## src/hdl/cidf_regs.svh

```systemverilog
// Register offsets, field positions and constants of the identifier tag and mask filter.
`ifndef CIDF_REGS_SVH
`define CIDF_REGS_SVH
`define CIDF_ADDR_W 8
`define CIDF_TAG_BYTE_ONE 8'hbc
`define CIDF_TAG_BYTE_TWO 8'hbd
`define CIDF_TAG_BYTE_THREE 8'hbe
`define CIDF_TAG_BYTE_FOUR 8'hbf
`define CIDF_MASK_BYTE_ONE 8'hc4
`define CIDF_MASK_BYTE_TWO 8'hc5
`define CIDF_MASK_BYTE_THREE 8'hc6
`define CIDF_MASK_BYTE_FOUR 8'hc7
`define CIDF_RTR_POS 2
`define CIDF_RB1_POS 1
`define CIDF_RB0_POS 0
`define CIDF_IDE_POS 0
`endif

```

## src/hdl/cidf_pkg.sv

```systemverilog
// Types shared by the identifier tag and mask filter.
package cidf_pkg;
	typedef struct packed
	{
		logic [28:0] id;
		logic rtr;
		logic rb1;
		logic rb0;
		logic ide;
	} cidf_frame_t;

	typedef struct packed
	{
		logic wr;
		logic rd;
		logic [7:0] addr;
		logic [7:0] wdata;
	} cidf_sfr_req_t;
endpackage

```

## src/hdl/cidf_compare.sv

```systemverilog
// Masked comparison of a received frame against the stored tag.
`timescale 1ns/100ps
module cidf_compare
	import cidf_pkg::*;
#(
	parameter int ID_W = 29
)
(
	input wire logic [ID_W-1:0] i_tag_id,
	input wire logic [ID_W-1:0] i_mask_id,
	input wire logic [2:0] i_tag_flags,
	input wire logic [1:0] i_mask_flags,
	input wire logic i_expect_ext,
	input wire cidf_frame_t i_frame,
	output logic o_match
);
	wire [ID_W-1:0] bit_ok;
	wire rtr_ok;
	wire ide_ok;

	genvar g;
	generate
		for (g = 0; g < ID_W; g++)
		begin : g_bit
			assign bit_ok[g] = ~i_mask_id[g] | (i_frame.id[g] == i_tag_id[g]);
		end
	endgenerate

	assign rtr_ok = ~i_mask_flags[1] | (i_frame.rtr == i_tag_flags[2]);
	assign ide_ok = ~i_mask_flags[0] | (i_frame.ide == i_expect_ext);
	assign o_match = (&bit_ok) & rtr_ok & ide_ok;
endmodule

```

## src/hdl/cidf_filter.sv

```systemverilog
// Identifier tag and mask storage for one message object, with receive filter.
`timescale 1ns/100ps
`include "cidf_regs.svh"
module cidf_filter
	import cidf_pkg::*;
(
	input wire logic i_sys_clk,
	input wire logic i_rst,
	input wire cidf_sfr_req_t i_sfr,
	input wire logic i_ext_format,
	input wire logic i_rx_enable,
	input wire logic i_rx_valid,
	input wire cidf_frame_t i_rx_frame,
	output logic [7:0] o_sfr_rdata,
	output logic o_rx_hit,
	output logic [28:0] o_tx_id,
	output logic o_tx_rtr,
	output logic o_tx_rb1,
	output logic o_tx_rb0
);
	// ----------------------------------------------------------------
	// Storage
	// ----------------------------------------------------------------
	// Tag and mask bytes have no reset; software must load them first.
	logic [7:0] tag_byte [4];
	logic [7:0] mask_byte [4];

	wire tag_sel = i_sfr.addr[7:2] == 6'(`CIDF_TAG_BYTE_ONE >> 2);
	wire mask_sel = i_sfr.addr[7:2] == 6'(`CIDF_MASK_BYTE_ONE >> 2);
	wire [1:0] idx = i_sfr.addr[1:0];

	always_ff @(posedge i_sys_clk)
	begin
		if (i_sfr.wr && tag_sel)
			tag_byte[idx] <= i_sfr.wdata;
		if (i_sfr.wr && mask_sel)
			mask_byte[idx] <= i_sfr.wdata;
	end

	// The tag bytes power up unknown; the layout checks below wait until every
	// tag byte has been written once, so they never judge unloaded storage.
	logic [3:0] tag_loaded;
	wire [3:0] next_tag_loaded = tag_loaded | ({3'b000, i_sfr.wr && tag_sel} << idx);

	always_ff @(posedge i_sys_clk)
	begin
		if (i_rst)
			tag_loaded <= 4'h0;
		else
			tag_loaded <= next_tag_loaded;
	end

	// ----------------------------------------------------------------
	// Layout decode
	// ----------------------------------------------------------------
	// Reserved positions are stored as written, so they read back whatever
	// software left there; they never reach the comparison.
	wire [28:0] ext_tag = {tag_byte[0], tag_byte[1], tag_byte[2], tag_byte[3][7:3]};
	wire [28:0] std_tag = {18'h0, tag_byte[0], tag_byte[1][7:5]};
	wire [28:0] ext_mask = {mask_byte[0], mask_byte[1], mask_byte[2], mask_byte[3][7:3]};
	wire [28:0] std_mask = {18'h0, mask_byte[0], mask_byte[1][7:5]};
	wire [28:0] tag_id = i_ext_format ? ext_tag : std_tag;
	wire [28:0] mask_id = i_ext_format ? ext_mask : std_mask;
	wire tag_rtr = tag_byte[3][`CIDF_RTR_POS];
	wire tag_rb1 = i_ext_format & tag_byte[3][`CIDF_RB1_POS];
	wire tag_rb0 = tag_byte[3][`CIDF_RB0_POS];
	wire [1:0] mflags = {mask_byte[3][`CIDF_RTR_POS], mask_byte[3][`CIDF_IDE_POS]};
	wire match;
	wire [7:0] rd_mux = tag_sel ? tag_byte[idx] : (mask_sel ? mask_byte[idx] : 8'h00);

	cidf_compare #(.ID_W(29)) u_cmp
	(
		.i_tag_id(tag_id),
		.i_mask_id(mask_id),
		.i_tag_flags({tag_rtr, tag_rb1, tag_rb0}),
		.i_mask_flags(mflags),
		.i_expect_ext(i_ext_format),
		.i_frame(i_rx_frame),
		.o_match(match)
	);

	// ----------------------------------------------------------------
	// Outputs
	// ----------------------------------------------------------------
	always_ff @(posedge i_sys_clk)
	begin
		if (i_rst)
		begin
			o_sfr_rdata <= 8'h00;
			o_rx_hit <= 1'b0;
			o_tx_id <= 29'h0000000;
			o_tx_rtr <= 1'b0;
			o_tx_rb1 <= 1'b0;
			o_tx_rb0 <= 1'b0;
		end
		else
		begin
			o_sfr_rdata <= i_sfr.rd ? rd_mux : 8'h00;
			o_rx_hit <= i_rx_valid & i_rx_enable & match;
			o_tx_id <= tag_id;
			o_tx_rtr <= tag_rtr;
			o_tx_rb1 <= tag_rb1;
			o_tx_rb0 <= tag_rb0;
		end
	end

	// ----------------------------------------------------------------
	// Checks
	// ----------------------------------------------------------------
	property p_hit_needs_id;
		@(posedge i_sys_clk) disable iff (i_rst)
		o_rx_hit |-> $past(((i_rx_frame.id ^ tag_id) & mask_id) == 29'h0);
	endproperty
	a_hit_needs_id: assert property (p_hit_needs_id) else $error("hit with id mismatch");

	property p_hit_needs_enable;
		@(posedge i_sys_clk) disable iff (i_rst)
		o_rx_hit |-> $past(i_rx_enable && i_rx_valid);
	endproperty
	a_hit_needs_enable: assert property (p_hit_needs_enable) else $error("hit not enabled");

	property p_rtr_mask;
		@(posedge i_sys_clk) disable iff (i_rst)
		o_rx_hit && $past(mflags[1]) |-> $past(i_rx_frame.rtr == tag_rtr);
	endproperty
	a_rtr_mask: assert property (p_rtr_mask) else $error("rtr mismatch hit");

	property p_ide_mask;
		@(posedge i_sys_clk) disable iff (i_rst)
		o_rx_hit && $past(mflags[0]) |-> $past(i_rx_frame.ide == i_ext_format);
	endproperty
	a_ide_mask: assert property (p_ide_mask) else $error("ide mismatch hit");

	property p_zero_mask_hits;
		@(posedge i_sys_clk) disable iff (i_rst)
		i_rx_valid && i_rx_enable && mask_id == 29'h0 && mflags == 2'b00 |=> o_rx_hit;
	endproperty
	a_zero_mask_hits: assert property (p_zero_mask_hits) else $error("open mask missed");

	property p_tx_ext;
		@(posedge i_sys_clk) disable iff (i_rst)
		&tag_loaded && i_ext_format |=> o_tx_id[28:21] == $past(tag_byte[0])
			&& o_tx_id[4:0] == $past(tag_byte[3][7:3]);
	endproperty
	a_tx_ext: assert property (p_tx_ext) else $error("ext tag layout");

	property p_tx_std;
		@(posedge i_sys_clk) disable iff (i_rst)
		&tag_loaded && !i_ext_format |=> o_tx_id[10:3] == $past(tag_byte[0])
			&& o_tx_id[28:11] == 18'h0 && !o_tx_rb1;
	endproperty
	a_tx_std: assert property (p_tx_std) else $error("std tag layout");

	property p_tx_flags;
		@(posedge i_sys_clk) disable iff (i_rst)
		&tag_loaded |=> o_tx_rtr == $past(tag_byte[3][2]) && o_tx_rb0 == $past(tag_byte[3][0]);
	endproperty
	a_tx_flags: assert property (p_tx_flags) else $error("tag flag layout");

	property p_write_read;
		@(posedge i_sys_clk) disable iff (i_rst)
		i_sfr.wr && i_sfr.addr == `CIDF_TAG_BYTE_FOUR ##1 i_sfr.rd && !i_sfr.wr
			&& i_sfr.addr == `CIDF_TAG_BYTE_FOUR |=> o_sfr_rdata == $past(i_sfr.wdata, 2);
	endproperty
	a_write_read: assert property (p_write_read) else $error("tag byte four readback");

	property p_tx_ext_mid;
		@(posedge i_sys_clk) disable iff (i_rst)
		&tag_loaded && i_ext_format |=> o_tx_id[20:13] == $past(tag_byte[1])
			&& o_tx_id[12:5] == $past(tag_byte[2]);
	endproperty
	a_tx_ext_mid: assert property (p_tx_ext_mid) else $error("ext tag middle bytes");

	property p_tx_ext_rb1;
		@(posedge i_sys_clk) disable iff (i_rst)
		&tag_loaded && i_ext_format |=> o_tx_rb1 == $past(tag_byte[3][`CIDF_RB1_POS]);
	endproperty
	a_tx_ext_rb1: assert property (p_tx_ext_rb1) else $error("ext reserved tag bit");

	property p_tx_std_low;
		@(posedge i_sys_clk) disable iff (i_rst)
		&tag_loaded && !i_ext_format |=> o_tx_id[2:0] == $past(tag_byte[1][7:5]);
	endproperty
	a_tx_std_low: assert property (p_tx_std_low) else $error("std tag low bits");

	property p_hit_when_match;
		@(posedge i_sys_clk) disable iff (i_rst)
		i_rx_valid && i_rx_enable && ((i_rx_frame.id ^ tag_id) & mask_id) == 29'h0
			&& (!mflags[1] || i_rx_frame.rtr == tag_rtr)
			&& (!mflags[0] || i_rx_frame.ide == i_ext_format) |=> o_rx_hit;
	endproperty
	a_hit_when_match: assert property (p_hit_when_match) else $error("masked match missed");

	property p_disabled_no_hit;
		@(posedge i_sys_clk) disable iff (i_rst)
		!i_rx_enable |=> !o_rx_hit;
	endproperty
	a_disabled_no_hit: assert property (p_disabled_no_hit) else $error("hit while disabled");

	property p_tag4_write;
		@(posedge i_sys_clk) disable iff (i_rst)
		i_sfr.wr && i_sfr.addr == `CIDF_TAG_BYTE_FOUR |=> tag_byte[3] == $past(i_sfr.wdata);
	endproperty
	a_tag4_write: assert property (p_tag4_write) else $error("tag byte four write");

	property p_mask4_write;
		@(posedge i_sys_clk) disable iff (i_rst)
		i_sfr.wr && i_sfr.addr == `CIDF_MASK_BYTE_FOUR
			|=> mflags[1] == $past(i_sfr.wdata[`CIDF_RTR_POS])
			&& mflags[0] == $past(i_sfr.wdata[`CIDF_IDE_POS]);
	endproperty
	a_mask4_write: assert property (p_mask4_write) else $error("mask flag write");

	property p_rdata_idle;
		@(posedge i_sys_clk) disable iff (i_rst)
		!i_sfr.rd |=> o_sfr_rdata == 8'h00;
	endproperty
	a_rdata_idle: assert property (p_rdata_idle) else $error("read data without read");

	property p_rdata_unmapped;
		@(posedge i_sys_clk) disable iff (i_rst)
		i_sfr.rd && !tag_sel && !mask_sel |=> o_sfr_rdata == 8'h00;
	endproperty
	a_rdata_unmapped: assert property (p_rdata_unmapped) else $error("unmapped read data");
endmodule

```

## config.mk

```make
export PLATFORM = sky130hd
export DESIGN_NAME = cidf_filter
export DESIGN_NICKNAME = d
export VERILOG_FILES = /design/src/hdl/cidf_pkg.sv /design/src/hdl/cidf_compare.sv /design/src/hdl/cidf_filter.sv
export VERILOG_INCLUDE_DIRS = /design/src /design/src/hdl
export SDC_FILE = /design/constraint.sdc
export NUM_CORES = 1
export LEC_CHECK = 0
export ABC_CLOCK_PERIOD_IN_PS = 2350
export CAP_MARGIN = 5
export CELL_PAD_IN_SITES_DETAIL_PLACEMENT = 1
export CELL_PAD_IN_SITES_GLOBAL_PLACEMENT = 1
export CORE_ASPECT_RATIO = 1.4
export CORE_MARGIN = 2
export CORE_UTILIZATION = 46
export CTS_CLUSTER_SIZE = 8
export DETAILED_ROUTE_END_ITERATION = 10
export DONT_BUFFER_PORTS = 1
export PLACE_DENSITY_LB_ADDON = 0.1
export SETUP_SLACK_MARGIN = 0.4
export SKIP_LAST_GASP = 1
export SYNTH_ARGS = -nofsm -noshare
export SYNTH_HDL_FRONTEND = slang
export SYNTH_SLANG_ARGS = --single-unit
```

## constraint.sdc

```tcl
create_clock -name i_sys_clk -period 2.35 [get_ports i_sys_clk]
set_input_delay 0.5875 -clock i_sys_clk [delete_from_list [all_inputs] [get_ports i_sys_clk]]
set_output_delay 0.5875 -clock i_sys_clk [all_outputs]
set_load 0.01 [all_outputs]
```

==> results of run 1 <==
-- what timing repair did --
item | CTS | global route
endpoints found under the setup margin | 0 | 1
buffers inserted | 0 | 3
hold endpoints to repair | 0 | 0
-- area by class of cell --
| type | instances | area (sq um) | share of cell area |
|---|---|---|---|
| clock buffer | 11 | 264.0 | 0.05463 |
| clock inverter | 5 | 40.04 | 0.008286 |
| multi-input combinational | 178 | 1614 | 0.3340 |
| sequential | 105 | 2743 | 0.5676 |
| tap | 107 | 133.9 | 0.02771 |
| timing repair buffer | 5 | 37.54 | 0.007768 |
-- critical path, delay by kind of cell, from the launching register on --
family / cells / cell delay [ns]
AO/OA/AOI/OAI: 3 / 0.85
flip-flops: 1 / 0.50
XOR/XNOR: 1 / 0.20
AND/OR/NAND/NOR: 1 / 0.15
-- layout by cell type, fill, tap and decap left out --
master,n
xor2_1,30
nand4b_1,2
nor2_2,3
a22o_1,6
mux4_2,15
nand2_4,1
nor4_4,1
nand2_2,1
buf_4,5
nor3b_4,4
nand2_1,18
a22oi_1,12
nand2b_1,1
nand4_1,1
a211oi_1,1
a221oi_1,4
mux2i_1,11
a221o_1,1
mux4_1,1
nand3_1,3
a32oi_1,1
dfxtp_1,41
a221oi_2,4
clkbuf_8,1
clkbuf_16,10
nor2b_1,2
and2b_1,1
inv_6,4
a21oi_1,1
edfxtp_1,64
and2_2,1
nor3_4,2
nor2_1,19
and2_1,18
xnor2_1,12
nand2b_4,1
clkinv_2,1
-- routing by layer --
metal / part of all wire / GRT usage / routed length [um]
met4: 0.032 / 0.1071 / 348
met5: 0 / 0 / 0
met2: 0.49 / 0.3532 / 5374
met1: 0.41 / 0.2912 / 4456
met3: 0.069 / 0.05544 / 753
-- logic make-up (layout without fill, tap and decap cells) --
group                  count (synthesis)  count (layout)
multiplexers                          27              27
XOR/XNOR                              42              42
AND/OR/NAND/NOR                       79              79
buffers and inverters                 12              21
flip-flops                           105             105
AO/OA/AOI/OAI                         30              30
-- power groups by stage --
stage | Sequential (mW) | Combinational (mW) | Clock, mW
2_1_floorplan | 2.03 | 0.143 | 0
3_3_place_gp | 2.03 | 0.131 | 0
3_5_place_dp | 2.03 | 0.134 | 0
4_1_cts | 1.99 | 0.136 | 1.53
5_1_grt | 1.99 | 0.147 | 1.60
6_report | 1.99 | 0.134 | 1.51
-- per-stage QoR --
| step | util | worst slack, ns | area, sq um | instances |
|---|---|---|---|---|
| final | 0.5322 | 0.5398 | 4832 | 411 |
| after global routing | 0.5322 | 0.4346 | 4832 | 411 |
| after CTS | 0.5297 | 0.4509 | 4810 | 408 |
| after detailed placement | 0.4962 | 0.3011 | 4506 | 392 |
| after global placement | 0.4962 | 0.3145 | 4506 | 392 |
| after floorplan | - | 0.3984 | 4429 | 295 |
-- state kept, by name, summed over array words and instances (netlist names) --
name         cells
o_tx_rb0         1
o_rx_hit         1
tag_byte        32
o_tx_id         29
o_sfr_rdata      8
o_tx_rtr         1
o_tx_rb1         1
mask_byte       32
-- worst paths after layout --
path	startpoint	endpoint	slack (ns)	cells after the start
worst min-delay path	i_rst	o_tx_rtr$_SDFF_PP0_	0.29	1
worst min register to register	tag_byte[3][1]$_DFFE_PP_	o_tx_rb1$_SDFF_PP0_	0.52	1
worst max-delay path	tag_byte[0][5]$_DFFE_PP_	o_rx_hit$_SDFF_PP0_	0.54	5
worst max register to register	tag_byte[0][5]$_DFFE_PP_	o_rx_hit$_SDFF_PP0_	0.54	5
==> results.tsv, run 1 <==
stage	metric	value	unit
layout	fraction of layout cells with a size suffix above 1	0.1776	
yosys	complex-gate fraction of the synthesized area	0.06210	
yosys	multiplexer area fraction after synthesis	0.1095	
yosys	Adder-Cell Fraction of Synth Area	0	
yosys	count leader, synth	edfxtp_1	
yosys	sequential share of the synthesized area	0.6332	
grt	pin count of the biggest net entering global routing	31	
cts	Num CTS Buffers	9	
yosys	largest family of logic cells by synthesized area	multiplexers	
floorplanning	total I/O pin count	97	
detailed_routing	post-DR wirelength/cell	26.60	um
sta	Slew @ Worst Pin	0.5869	ns
cts	clock slew at reported path FFs	0.07	ns
setup_path	Worst Setup Start Kind	flip-flop	
cts	CTS tree	built	
yosys	ys async rst share	0	
yosys	#FFs+latches synth	105	
yosys	syn_nets	351	
sta	min Tclk post-route	1.810	ns
yosys	cells taking the most area after synthesis	edfxtp_1 (44%), dfxtp_1 (19%), mux4_2 (7.8%)	
sta	count of final max-slew check failures	0	
cts	clk_lat worst skew	0.35	ns
yosys	area leader, netlist	edfxtp_1	
yosys	Post-Synth Simple-Gate Area	0.09474	
cts	post-cts sizing count	0	
cts	worst-case clock buffer depth	2	
cts	H-tree depth	3	
power_and_ir_drop	clock power share	0.415	
yosys	commonest cells in the netlist	edfxtp_1 (64), dfxtp_1 (41), xor2_1 (30)	
power_and_ir_drop	leak pwr	1.679	nW
sta	RSZ-0062 raised after global routing	false	
sta	Worst Skew	0.008312	ns
place	hpwl dp	8.145	mm
layout	# fillers	863	
yosys	EDFF count, synth	64	
power_and_ir_drop	Internal	2.876	mW
sta	Final TNS setup	0	ns
outcome	run status	finished, final reports clean	
power_and_ir_drop	overall power	3.630	mW
yosys	Yosys cell types	33	
detailed_routing	DR iter-0 viols	199	
layout	fin nets	355	
min_path	Hold WC Path Type	in2reg	
grt	antenna violations before repair	0	
layout	number of antenna diodes	0	
power_and_ir_drop	Comb power frac	0.037	
sta	Hold WS	0.2949	ns
floorplanning	core box area	0.009080	sq mm
setup_path	critical path required time	2.60	ns
yosys	ys flop type	edfxtp_1	
sta	Final Setup Violations	0	
power_and_ir_drop	Pwr Density	751.2	mW/mm^2
yosys	Synth top area share	0.4437	
cts	clk root buf	clkbuf_16	
power_and_ir_drop	Net Sw Frac	0.2078	
detailed_routing	post-route ant nets	0	
floorplanning	Initial Util	0.4771	
detailed_routing	DR vias	2455	
layout	P&R area growth vs syn	11.55	%
setup_path	crit path DAT	2.06	ns
floorplanning	die width	86.02	um
setup_path	critical-path maximum fanout	5	
run	max-cap violation count	0	
yosys	Post-Synthesis Cells	295	
detailed_routing	first-pass iteration count of the detailed router	4	
detailed_routing	via/cell ratio	5.973	
sta	crit share post-route	0.7703	
yosys	Synth Area in XOR/XNOR	0.08492	
setup_path	CP peak stage delay	0.50	ns
cts	Num Clock Sinks	105	
detailed_routing	Post-Route WL	10.93	mm
setup_path	slowest CP cell	edfxtp_1	
grt	GRT Total Usage	0.2252	
sta	max frequency	552.4	MHz
yosys	synthesis warning total	0	
floorplanning	Die Height	118.8	um
power_and_ir_drop	Psw	0.7542	mW
power_and_ir_drop	worst vdd ir	0.4464	mV
sta	relative slew slack	0.6075	
floorplanning	die area	0.01022	sq mm
yosys	average size of a mapped cell	14.68	sq um
setup_path	CP endpoint kind	flip-flop	
grt	GRT overflow	0	
cts	Hold-fix buffers, CTS	0	
grt	global-route wire length before repair	16.45	mm
sta	Final Hold Violating Endpoints	0	
detailed_routing	drt drc	0	
setup_path	crit-path cells	xor2_1 -> a22o_1 -> a221oi_1 -> nand3_1 -> a221oi_2	
setup_path	critical path class	reg2reg	
yosys	post-synthesis cell area	0.004332	sq mm
grt	vias in the first global route	2597	
floorplanning	Cell Rows	41	
place	# port buffers	0	
place	gpl congestion	0.8710	
power_and_ir_drop	Reg power frac	0.548	
Power figures use the tool's default switching activity.
==> run 2: changes to the inputs <==
--- a/config.mk
+++ b/config.mk
@@ -6,13 +6,13 @@
 export SDC_FILE = /design/constraint.sdc
 export NUM_CORES = 1
 export LEC_CHECK = 0
-export ABC_CLOCK_PERIOD_IN_PS = 2350
+export ABC_CLOCK_PERIOD_IN_PS = 1840
 export CAP_MARGIN = 5
 export CELL_PAD_IN_SITES_DETAIL_PLACEMENT = 1
 export CELL_PAD_IN_SITES_GLOBAL_PLACEMENT = 1
 export CORE_ASPECT_RATIO = 1.4
 export CORE_MARGIN = 2
-export CORE_UTILIZATION = 46
+export CORE_UTILIZATION = 51
 export CTS_CLUSTER_SIZE = 8
 export DETAILED_ROUTE_END_ITERATION = 10
 export DONT_BUFFER_PORTS = 1
==> constraint.sdc (replaced) <==
create_clock -name i_sys_clk -period 1.84 [get_ports i_sys_clk]
set_input_delay 0.46 -clock i_sys_clk [delete_from_list [all_inputs] [get_ports i_sys_clk]]
set_output_delay 0.46 -clock i_sys_clk [all_outputs]
set_load 0.01 [all_outputs]
==> run 2 against run 1 <==
Compared with the run above:
- clock power increased by 28%
- core utilization grew 9.4 points
- combinational power up 37%
- flip-flop and latch count is the same
- via count grew 7.3%
- sequential power grew 28%
- worst hold slack lost 0.12 ns
- first-iteration DRC count down 3.0%
- clock skew shrank 0.00068 ns
- final area is 6.2% higher
- register-to-register slack lost 0.40 ns
- largest cell class unchanged
- largest power group unchanged
==> results.tsv, run 2 (same netlist as run 1, synthesis figures left out) <==
stage	metric	value	unit	change
outcome	run status	finished, final reports clean		unchanged
cts	H-tree depth	3		unchanged
layout	number of antenna diodes	0		unchanged
sta	min Tclk post-route	1.696	ns	was 1.810 ns
setup_path	crit path DAT	1.94	ns	was 2.06 ns
detailed_routing	post-route ant nets	0		unchanged
floorplanning	die area	0.009257	sq mm	was 0.01022 sq mm
cts	Num CTS Buffers	9		unchanged
grt	GRT Total Usage	0.2694		was 0.2252
place	hpwl dp	8.433	mm	was 8.145 mm
grt	vias in the first global route	2859		was 2597
sta	RSZ-0062 raised after global routing	true		was false
setup_path	Worst Setup Start Kind	flip-flop		unchanged
sta	crit share post-route	0.9220		was 0.7703
floorplanning	Cell Rows	39		was 41
run	max-cap violation count	0		unchanged
cts	CTS tree	built		unchanged
floorplanning	Die Height	113.0	um	was 118.8 um
sta	Hold WS	0.1728	ns	was 0.2949 ns
sta	Worst Skew	0.007635	ns	was 0.008312 ns
sta	Final Hold Violating Endpoints	0		unchanged
setup_path	critical-path maximum fanout	2		was 5
layout	P&R area growth vs syn	18.43	%	was 11.55%
floorplanning	die width	81.89	um	was 86.02 um
sta	Final Setup Violations	0		unchanged
setup_path	CP dominant cell by count	a221oi_2		
place	# port buffers	0		unchanged
floorplanning	total I/O pin count	97		unchanged
grt	GRT overflow	0		unchanged
floorplanning	core box area	0.008198	sq mm	was 0.009080 sq mm
detailed_routing	drt drc	0		unchanged
grt	pin count of the biggest net entering global routing	31		unchanged
sta	Slew @ Worst Pin	0.4729	ns	was 0.5869 ns
power_and_ir_drop	leak pwr	1.834	nW	was 1.679 nW
cts	Hold-fix buffers, CTS	0		unchanged
setup_path	CP startpoint	tag_byte[0][1]$_DFFE_PP_		was tag_byte[0][5]$_DFFE_PP_
cts	worst-case clock buffer depth	2		unchanged
power_and_ir_drop	overall power	4.665	mW	was 3.630 mW
detailed_routing	via/cell ratio	6.069		was 5.973
power_and_ir_drop	worst vdd ir	0.6892	mV	was 0.4464 mV
min_path	Hold WC Path Type	in2reg		unchanged
setup_path	slowest CP cell	edfxtp_1		unchanged
detailed_routing	Post-Route WL	11.83	mm	was 10.93 mm
min_path	hold path start	i_rst		unchanged
setup_path	critical path required time	2.09	ns	was 2.60 ns
setup_path	reg2reg start	tag_byte[0][1]$_DFFE_PP_		was tag_byte[0][5]$_DFFE_PP_
layout	fraction of layout cells with a size suffix above 1	0.2771		was 0.1776
setup_path	CP delay by family, top	compound AO/OA/AOI/OAI gates		unchanged
place	gpl congestion	0.9002		was 0.8710
setup_path	CP endpoint kind	flip-flop		unchanged
detailed_routing	post-DR wirelength/cell	27.26	um	was 26.60 um
cts	Num Clock Sinks	105		unchanged
sta	relative slew slack	0.6847		was 0.6075
sta	max frequency	589.5	MHz	was 552.4 MHz
floorplanning	Initial Util	0.5284		was 0.4771
layout	most frequent cells in the layout	edfxtp_1 (64), dfxtp_1 (41), xor2_1 (30), buf_4 (24)		was edfxtp_1 (64), dfxtp_1 (41), xor2_1 (30), nor2_1 (19)
detailed_routing	DR vias	2634		was 2455
detailed_routing	first-pass iteration count of the detailed router	4		unchanged
layout	top flop regs	mask_byte (32), tag_byte (32), o_tx_id (29)		unchanged
sta	Final TNS setup	0	ns	unchanged
setup_path	crit-path cells	xor2_1 -> a22o_1 -> a221oi_2 -> nand4_1 -> nand4b_1 -> a221oi_2		was xor2_1 -> a22o_1 -> a221oi_1 -> nand3_1 -> a221oi_2
detailed_routing	DR iter-0 viols	193		was 199
cts	clock slew at reported path FFs	0.07	ns	about the same
layout	fin nets	383		was 355
layout	commonest non-fill, non-tap cell in the layout	edfxtp_1		unchanged
grt	global-route wire length before repair	17.46	mm	was 16.45 mm
setup_path	critical path class	reg2reg		unchanged
setup_path	Critical path buffers and inverters	0		unchanged
setup_path	CP peak stage delay	0.41	ns	was 0.50 ns
cts	clk root buf	clkbuf_16		unchanged
grt	antenna violations before repair	0		unchanged
cts	clk_lat worst skew	0.35	ns	about the same
sta	count of final max-slew check failures	0		unchanged
power_and_ir_drop	Pwr Density	909.4	mW/mm^2	was 751.2 mW/mm^2
run 2: what timing repair did:
action / in CTS / in global routing
setup buffers: 6 / 7
pin swaps: 6 / 6
resized for setup: 7 / 13
setup endpoints to repair: 22 / 24
run 2: layout make-up:
cell class | instances | area, sq um
clock buffer | 9 | 225.2
clock inverter | 7 | 76.32
multi-input combinational | 178 | 1677
tap | 102 | 127.6
sequential | 105 | 2743
fill | 766 | 3068
timing repair buffer | 33 | 281.5
run 2: power breakdown:
group	leakage (nW)	switching [mW]	internal [mW]
registers	0.912	0.0231	2.52
clock network	0.143	0.875	1.07
logic	0.779	0.0776	0.107
run 2: final timing paths:
check / to / slack (ns) / cells after the start
worst min register to register: o_tx_rb0$_SDFF_PP0_ / 0.50 / 1
worst max register to register: o_rx_hit$_SDFF_PP0_ / 0.14 / 6
worst min-delay path: o_tx_rtr$_SDFF_PP0_ / 0.17 / 1
worst max-delay path: o_rx_hit$_SDFF_PP0_ / 0.14 / 6
run 2: worst register-to-register path, delay by kind of cell (launching register included):
kind	cells	cell delay (ns)
and+or+nand+nor	2	0.30
xor gates and xnor gates	1	0.18
DFF	1	0.41
AOI/OAI and AO/OA	3	0.70
run 2: metrics by stage:
step                      utilization  instances  setup slack [ns]  cell area, sq um
after CTS                      0.6125        427            0.1434              5021
after global routing           0.6258        434           0.01127              5130
after global placement         0.5669        405           0.04313              4647
after detailed placement       0.5669        405          0.006167              4647
after floorplan                     -        295           0.01692              4491
final                          0.6258        434            0.1436              5130
run 2: metal layers:
metal	track usage	part of all wire	vias up
met1	0.3353	0.38	1358
met4	0.1244	0.029	0
li1	-	-	1161
met3	0.06699	0.062	21
met5	0	0	-
met2	0.4369	0.53	94
